File: config.mk
export PLATFORM = sky130hd
export DESIGN_NAME = charger_autocharge_fault_regs
export DESIGN_NICKNAME = d
export VERILOG_FILES = /design/src/charger_autocharge_fault_regs.v
export VERILOG_INCLUDE_DIRS = /design/src
export SDC_FILE = /design/constraint.sdc
export NUM_CORES = 1
export LEC_CHECK = 0
export BUFFER_PORTS_ARGS = -buffer_cell sky130_fd_sc_hd__buf_2
export CORE_AREA = 2 2 80 82
export CTS_CLUSTER_DIAMETER = 50
export DETAILED_ROUTE_END_ITERATION = 7
export DIE_AREA = 0 0 82 84
export HOLD_SLACK_MARGIN = 0.02
export MAX_ROUTING_LAYER = met4
export PLACE_DENSITY = 0.8
export SYNTH_ARGS = -nofsm -noshare
export SYNTH_HDL_FRONTEND = slang
export SYNTH_SLANG_ARGS = --single-unit
File: constraint.sdc
create_clock -name sys_clk -period 2.5 [get_ports sys_clk]
set_input_delay 0.125 -clock sys_clk [delete_from_list [all_inputs] [get_ports sys_clk]]
set_output_delay 0.125 -clock sys_clk [all_outputs]
set_load 0.01 [all_outputs]
File: src/charger_regs_defs.vh
// Register map, field positions, reset values and timing figures of the charger register bank.
`ifndef CHARGER_REGS_DEFS_VH
`define CHARGER_REGS_DEFS_VH

// ----------------------------------------------------------------------------
// Register offsets
// ----------------------------------------------------------------------------
`define ADDR_AUTO_CHARGE_CONTROL  8'h17
`define ADDR_LATCHED_FAULT_FLAGS  8'h18
`define ADDR_CHARGER_CYCLE_STATUS 8'h19

// ----------------------------------------------------------------------------
// Auto-charge control fields
// ----------------------------------------------------------------------------
`define AUTO_EN_BIT      7
`define IRQ_EN_BIT       6
`define RECHG_MSB        5
`define RECHG_LSB        2
`define TMR_MSB          1
`define TMR_LSB          0
`define AUTO_EN_RESET    1'h0
`define IRQ_EN_RESET     1'h0
`define TMR_RESET        2'h1

// Recharge offset default code per cell count strap (00 = 2 cells .. 11 = 5 cells).
`define RECHG_DEF_2S     4'h3
`define RECHG_DEF_3S     4'h5
`define RECHG_DEF_4S     4'h7
`define RECHG_DEF_5S     4'h9
`define CELLS_2S         2'h0
`define CELLS_3S         2'h1
`define CELLS_4S         2'h2

// Recharge threshold in millivolts: offset plus step per code.
`define RECHG_OFFSET_MV  10'h032
`define RECHG_STEP_MV    10'h032

// Safety timer limit in hours per code.
`define TMR_CODE_5H      2'h0
`define TMR_CODE_8H      2'h1
`define TMR_CODE_12H     2'h2
`define TMR_HOURS_5      5'h05
`define TMR_HOURS_8      5'h08
`define TMR_HOURS_12     5'h0C
`define TMR_HOURS_24     5'h18

// ----------------------------------------------------------------------------
// Fault flag positions
// ----------------------------------------------------------------------------
`define FLT_BATOV_BIT    7
`define FLT_OC_BIT       5
`define FLT_RAIL_BIT     3

// ----------------------------------------------------------------------------
// Charger status fields
// ----------------------------------------------------------------------------
`define STAT_STATE_MSB   7
`define STAT_STATE_LSB   5
`define STAT_TMR_BIT     4
`define STAT_THERM_BIT   3
`define STAT_MODE_MSB    2
`define STAT_MODE_LSB    0

// ----------------------------------------------------------------------------
// Timing
// ----------------------------------------------------------------------------
`define CLK_PERIOD_NS    40
`define IRQ_PULSE_NS     256000

`endif

File: src/charger_autocharge_fault_regs.v
// Auto-charge control, latched fault flags and charge status registers of the charger.
`timescale 1ns/1ps
`include "charger_regs_defs.vh"

// How it works
// - Auto recharge and termination allowed only while auto-charge enable bit is set.
// - With interrupt enable clear, state changes never pull charge-ok pin low.
// - Recharge offset code gives 50mV plus 50mV per step; default follows cell count.
// - Safety timer code selects 5, 8, 12 or 24 hours; resets to 8 hours.
// - Overvoltage, overcurrent and rail faults latch and hold until host reads them.
// - A fault still present at host read keeps its flag set.
// - After one read, a flag clears by itself once its fault disappears.
// - Status bits 7-5 report the charge cycle state code.
// - Status bit 4 reports safety timer expired.
// - Status bit 3 reports thermal regulation active.
// - Status bits 2-0 report the mode pin setting.
module charger_autocharge_fault_regs #(
    parameter IRQ_PULSE_CYCLES = (`IRQ_PULSE_NS + `CLK_PERIOD_NS - 1) / `CLK_PERIOD_NS,
    parameter CNT_W            = 13
) (
    input  wire       sys_clk,
    input  wire       rst,
    input  wire [7:0] reg_addr,
    input  wire       reg_wr,
    input  wire [7:0] reg_wdata,
    input  wire       reg_rd,
    input  wire       reg_reset_cmd,
    input  wire [1:0] cell_count,
    input  wire       battery_overvoltage_in,
    input  wire       overcurrent_in,
    input  wire       regulator_rail_in,
    input  wire [2:0] charge_cycle_state_in,
    input  wire       safety_timer_expired_in,
    input  wire       thermal_regulation_in,
    input  wire [2:0] mode_pin,
    output reg  [7:0] reg_rdata,
    output reg        reg_rd_valid,
    output reg        auto_recharge_allowed,
    output reg        auto_terminate_allowed,
    output reg  [9:0] recharge_threshold_mv,
    output reg  [4:0] safety_timer_hours,
    output reg        charger_good_pin_out,
    output reg        charger_good_pin_oe
);

    // ------------------------------------------------------------------------
    // Helpers
    // ------------------------------------------------------------------------

    // Default recharge offset code for the strapped cell count.
    function [3:0] rechg_default;
        input [1:0] cells;
        begin
            case (cells)
                `CELLS_2S: rechg_default = `RECHG_DEF_2S;
                `CELLS_3S: rechg_default = `RECHG_DEF_3S;
                `CELLS_4S: rechg_default = `RECHG_DEF_4S;
                default:   rechg_default = `RECHG_DEF_5S;
            endcase
        end
    endfunction

    // ------------------------------------------------------------------------
    // Input synchronisers
    // ------------------------------------------------------------------------
    localparam SYNC_W = 13;

    wire [SYNC_W-1:0] raw_in;
    reg  [SYNC_W-1:0] sync1_reg;
    reg  [SYNC_W-1:0] sync2_reg;

    assign raw_in = {cell_count, battery_overvoltage_in, overcurrent_in, regulator_rail_in,
                     charge_cycle_state_in, safety_timer_expired_in, thermal_regulation_in,
                     mode_pin};

    // Pins from the analog side pass two flip-flops before any logic sees them.
    always @(posedge sys_clk) begin
        sync1_reg <= raw_in;
        sync2_reg <= sync1_reg;
    end

    // Slices follow the packing order of raw_in, most significant first.
    wire [1:0] cells_s    = sync2_reg[12:11];
    wire [2:0] fault_s    = sync2_reg[10:8];
    wire [2:0] state_s    = sync2_reg[7:5];
    wire       tmr_exp_s  = sync2_reg[4];
    wire       therm_s    = sync2_reg[3];
    wire [2:0] mode_s     = sync2_reg[2:0];

    // ------------------------------------------------------------------------
    // Auto-charge control register
    // ------------------------------------------------------------------------
    reg       auto_en_reg;
    reg       irq_en_reg;
    reg [3:0] rechg_reg;
    reg [1:0] tmr_reg;

    wire soft_rst = rst | reg_reset_cmd;
    wire wr_ctrl  = reg_wr & (reg_addr == `ADDR_AUTO_CHARGE_CONTROL);

    // Writable fields; only this offset accepts writes.
    always @(posedge sys_clk) begin
        if (soft_rst) begin
            auto_en_reg <= `AUTO_EN_RESET;
            irq_en_reg  <= `IRQ_EN_RESET;
            rechg_reg   <= rechg_default(cells_s);
            tmr_reg     <= `TMR_RESET;
        end else if (wr_ctrl) begin
            auto_en_reg <= reg_wdata[`AUTO_EN_BIT];
            irq_en_reg  <= reg_wdata[`IRQ_EN_BIT];
            rechg_reg   <= reg_wdata[`RECHG_MSB:`RECHG_LSB];
            tmr_reg     <= reg_wdata[`TMR_MSB:`TMR_LSB];
        end
    end

    // Decoded control outputs for the charger core.
    always @(posedge sys_clk) begin
        if (rst) begin
            auto_recharge_allowed  <= 1'h0;
            auto_terminate_allowed <= 1'h0;
            recharge_threshold_mv  <= 10'h000;
            safety_timer_hours     <= 5'h00;
        end else begin
            auto_recharge_allowed  <= auto_en_reg;
            auto_terminate_allowed <= auto_en_reg;
            recharge_threshold_mv  <= `RECHG_OFFSET_MV
                                      + `RECHG_STEP_MV * {6'h00, rechg_reg};
            case (tmr_reg)
                `TMR_CODE_5H:  safety_timer_hours <= `TMR_HOURS_5;
                `TMR_CODE_8H:  safety_timer_hours <= `TMR_HOURS_8;
                `TMR_CODE_12H: safety_timer_hours <= `TMR_HOURS_12;
                default:       safety_timer_hours <= `TMR_HOURS_24;
            endcase
        end
    end

    // ------------------------------------------------------------------------
    // Latched fault flags
    // ------------------------------------------------------------------------
    reg  [2:0] flag_reg;
    reg  [2:0] seen_reg;
    wire       rd_fault = reg_rd & (reg_addr == `ADDR_LATCHED_FAULT_FLAGS);

    // A live fault sets its flag unless a reset or register-reset is active, so it wins over read self-clearing.
    // A read arms self-clear; the flag drops once the fault is gone.
    genvar g;
    generate
        for (g = 0; g < 3; g = g + 1) begin : flt
            always @(posedge sys_clk) begin
                if (soft_rst) begin
                    flag_reg[g] <= 1'h0;
                    seen_reg[g] <= 1'h0;
                end else if (fault_s[g]) begin
                    flag_reg[g] <= 1'h1;
                    seen_reg[g] <= seen_reg[g] | (rd_fault & flag_reg[g]);
                end else if (seen_reg[g]) begin
                    flag_reg[g] <= 1'h0;
                    seen_reg[g] <= 1'h0;
                end else if (rd_fault & flag_reg[g]) begin
                    seen_reg[g] <= 1'h1;
                end
            end
        end
    endgenerate

    // Fault register image; reserved bits stay zero.
    wire [7:0] fault_image;
    assign fault_image = ({7'h00, flag_reg[2]} << `FLT_BATOV_BIT)
                       | ({7'h00, flag_reg[1]} << `FLT_OC_BIT)
                       | ({7'h00, flag_reg[0]} << `FLT_RAIL_BIT);

    // ------------------------------------------------------------------------
    // Charger status register
    // ------------------------------------------------------------------------
    reg [2:0] state_reg;
    reg       tmr_exp_reg;
    reg       therm_reg;
    reg [2:0] mode_reg;

    // Status snapshots; a register-reset clears them for one cycle.
    always @(posedge sys_clk) begin
        if (soft_rst) begin
            state_reg   <= 3'h0;
            tmr_exp_reg <= 1'h0;
            therm_reg   <= 1'h0;
            mode_reg    <= 3'h0;
        end else begin
            state_reg   <= state_s;
            tmr_exp_reg <= tmr_exp_s;
            therm_reg   <= therm_s;
            mode_reg    <= mode_s;
        end
    end

    wire [7:0] status_image;
    assign status_image = {state_reg, tmr_exp_reg, therm_reg, mode_reg};

    // ------------------------------------------------------------------------
    // Charge-ok interrupt pulse
    // ------------------------------------------------------------------------
    reg [2:0]       state_prev_reg;
    reg [CNT_W-1:0] pulse_cnt_reg;
    wire            state_changed = (state_prev_reg != state_s);

    // Each state change with interrupt enable set reloads the low pulse; the pin is open drain, so
    // it is only ever driven low and released otherwise.
    always @(posedge sys_clk) begin
        if (rst) begin
            state_prev_reg       <= 3'h0;
            pulse_cnt_reg        <= {CNT_W{1'b0}};
            charger_good_pin_out <= 1'h0;
            charger_good_pin_oe  <= 1'h0;
        end else begin
            state_prev_reg       <= state_s;
            charger_good_pin_out <= 1'h0;
            if (state_changed && irq_en_reg) begin
                pulse_cnt_reg       <= IRQ_PULSE_CYCLES[CNT_W-1:0];
                charger_good_pin_oe <= 1'h1;
            end else if (pulse_cnt_reg > {{(CNT_W-1){1'b0}}, 1'b1}) begin
                pulse_cnt_reg       <= pulse_cnt_reg - {{(CNT_W-1){1'b0}}, 1'b1};
                charger_good_pin_oe <= 1'h1;
            end else begin
                pulse_cnt_reg       <= {CNT_W{1'b0}};
                charger_good_pin_oe <= 1'h0;
            end
        end
    end

    // ------------------------------------------------------------------------
    // Register read port
    // ------------------------------------------------------------------------

    // Read data appears one cycle after the strobe; unmapped offsets read zero.
    always @(posedge sys_clk) begin
        if (rst) begin
            reg_rdata    <= 8'h00;
            reg_rd_valid <= 1'h0;
        end else begin
            reg_rd_valid <= reg_rd;
            if (reg_rd) begin
                case (reg_addr)
                    `ADDR_AUTO_CHARGE_CONTROL:  reg_rdata <= {auto_en_reg, irq_en_reg,
                                                              rechg_reg, tmr_reg};
                    `ADDR_LATCHED_FAULT_FLAGS:  reg_rdata <= fault_image;
                    `ADDR_CHARGER_CYCLE_STATUS: reg_rdata <= status_image;
                    default:                    reg_rdata <= 8'h00;
                endcase
            end
        end
    end

endmodule

==> results by group <==
Cells and area
  • Diodes inserted: 0
  • Net count, final: 425
  • Reg area: 1800 um^2
  • Area taken by multi-input logic gates: 1270 um^2
  • Synthesis-to-layout area growth: 23.8%
  • Non-filler instance count after layout: 458
  • Share of layout cells above drive strength 1: 22.8%
  • Fillers: 483
  • Util after Layout: 64.4%

Power
  • LEAKAGE: 1.76 nW
  • VDD IR max: 0.520 mV
  • Power per cell area: 890 nW/um^2
  • Total power: 3.50 mW

Drt
  • Router iterations before antenna repair: 4
  • WL final: 5.79 mm
  • Routed Antenna Nets: 0
  • Remaining DRCs: 0
  • Routed WL per cell: 12.6 um
  • Vias per cell: 5.07
  • Drt first-iter violations: 130
  • Via count: 2324

STA
  • Clock Skew: 0.00851 ns
  • Worst-Margin Slew: 0.737 ns
  • Worst setup margin: 0.0859 ns
  • Fin crit share: 96.6%
  • Max-slew violations: 0
  • Setup Total Neg Slack: 0 ns
  • Minimum clock period: 2.41 ns
  • Fin. Hold Viols: 0
  • Setup Viol. Count Final: 0
  • Relative slew slack: 50.2%
  • Fmax: 414 MHz

Setup path
  • Critical path's most frequent cell: ha_1
  • CP Cell Sequence: ha_1 > ha_1 > fa_2 > xor2_2 > nand3_1 > or3_1 > a21oi_1
  • Slowest-stage cell, CP: edfxtp_1
  • Worst path bufs/invs: 0
  • Required @ worst endpoint: 2.77 ns
  • Path length in cells of the critical path: 7
  • Crit end category: flop
  • Worst Setup Path Type: reg -> reg
  • CP arrival: 2.68 ns
  • CP top delay family: adder cells
  • Max stage delay on crit path: 0.48 ns
  • R2r worst-path depth: 7
  • Worst-path fanout max: 6
  • Startpoint types: flop

Synthesis
  • Seq/Total Area, Yosys: 56.8%
  • Synth Flop Type: dfxtp_1
  • Mapped Area: 3170 um^2
  • Syn Inst Count: 296
  • Synth warnings: 0
  • Yosys reg bits: 88
  • Asr flop ratio synth: 0%
  • Number of library cell types mapped by synthesis: 43
  • Syn avg cell area: 10.7 um^2
  • Post-synth EDFFs: 4

Global route
  • Initial antenna violation count: 0
  • Global-route wire length before repair: 9.51 mm
  • Vias in the first global route: 2273
  • Maximum number of pins on one net before global-route repair: 33
  • GRT Overall Usage: 18.4%
  • GR Overflow Total: 0

Clock tree
  • Bufs on Longest Clock Path: 2
  • CTS tree: built
  • Reg clk slew, reported paths: 0.08 ns
  • Inserted Clock Buffers: 9
  • CTS Sinks: 88
  • Clk root buf: clkbuf_8
  • Htree depth: 3
  • Skew-Pair Late Insertion Delay: 0.34 ns

Placement
  • # port buffers: 58
  • DP Wirelength: 4.09 mm
  • Dpl ws: 0.0564 ns
  • Gpl congestion: 0.767
  • Post-Place Cells: 424

Floorplanning
  • I/O pin cnt: 62
  • Initial Util: 52.0%
  • DIE AREA: 6890 um^2
  • Die X: 82 um
  • Die Y: 84 um
  • Rows: 29
  • CORE AREA: 6100 um^2

Worst hold path
  • Hold depth: 3
  • Hold Path Class: in -> reg

Flow run
  • Max Cap Viol: 0

Outcome
  • Run status: complete, no violations
[per-layer routing]
| layer | routed length, um | part of all wire, % | vias up | track usage (%) |
|---|---|---|---|---|
| li1 | - | - | 1163 | - |
| met1 | 2500 | 43 | 1070 | 20.6 |
| met2 | 2820 | 49 | 73 | 29.3 |
| met3 | 287 | 5.0 | 18 | 4.33 |
| met4 | 185 | 3.2 | 0 | 10.9 |
| met5 | 0 | 0 | - | - |
[worst min-delay path, cell delays in order]
cell     delay (ns)
buf_2          0.08
mux2i_1        0.06
nor2_1         0.07
[synthesized netlist by cell type (5+ instances only)]
cell type,n,area share [%]
xnor2_1,11,3.0
nor2_1,40,4.7
mux2i_1,8,2.5
dfxtp_1,84,53
a21oi_1,5,0.79
and2_1,9,1.8
nand3_1,5,0.79
ha_1,14,5.5
o32ai_1,5,1.4
a22oi_1,11,2.6
xor2_1,6,1.7
nor2b_1,10,2.0
inv_1,14,1.7
clkbuf_1,5,0.59
nand2_1,14,1.7
[timing repair]
action	CTS	global route
setup endpoints to repair	0	1
buffers inserted	0	3
resized for setup	0	2
hold buffers	15	0
hold endpoints to repair	15	0
[area by class of cell]
type,instances,area share [%]
timing repair buffer,78,12.2
multi-input combinational,185,32.3
sequential,88,45.9
inverter,14,1.34
tap,77,2.45
clock inverter,6,2.29
clock buffer,10,3.51
[stage by stage]
step,area [um^2],hold slack (ns)
3_3_place_gp,3520,0.227
2_1_floorplan,3180,0.153
4_1_cts,3890,0.0213
5_1_grt,3930,0.0483
6_report,3930,0.0304
3_5_place_dp,3520,0.229
[cell usage in the layout, fill, tap and decap left out, drive strengths merged, types with 4 or more instances in the layout]
cell type and instances:
and2 9, inv 16, nand2 15, edfxtp 4
a22oi 11, nor2 40, dfxtp 84, buf 63
o32ai 5, nor2b 10, xor2 6, a21oi 5
ha 14, xnor2 11, mux2i 8, dlygate4sd3 15
clkbuf 10, nand3 5, o31ai 4
[final timing paths]
path	from	endpoint	slack, ns
setup / recovery	rechg_reg[0]	recharge_threshold_mv[9]	0.09
hold / removal	reg_wdata[1]	tmr_reg[1]	0.03
setup reg to reg	rechg_reg[0]	recharge_threshold_mv[9]	0.09
hold reg to reg	sync1_reg[1]	sync2_reg[1]	0.33
[kinds of logic after synthesis]
| kind of cell | Yosys count | synth area share [%] |
|---|---|---|
| DFF | 88 | 56.8 |
| xor gates and xnor gates | 17 | 4.69 |
| buffers and inverters | 25 | 3.71 |
| other | 1 | 0.118 |
| and+or+nand+nor | 101 | 16.4 |
| muxes | 8 | 2.52 |
| adders and majority gates | 15 | 6.15 |
| AOI/OAI and AO/OA | 41 | 9.55 |
[power by group]
part | internal, mW | leakage, nW | switching (mW)
clock network | 0.594 | 0.109 | 0.486
registers | 1.55 | 0.736 | 0.101
logic | 0.367 | 0.911 | 0.394
(Power assumes the default switching activity.)
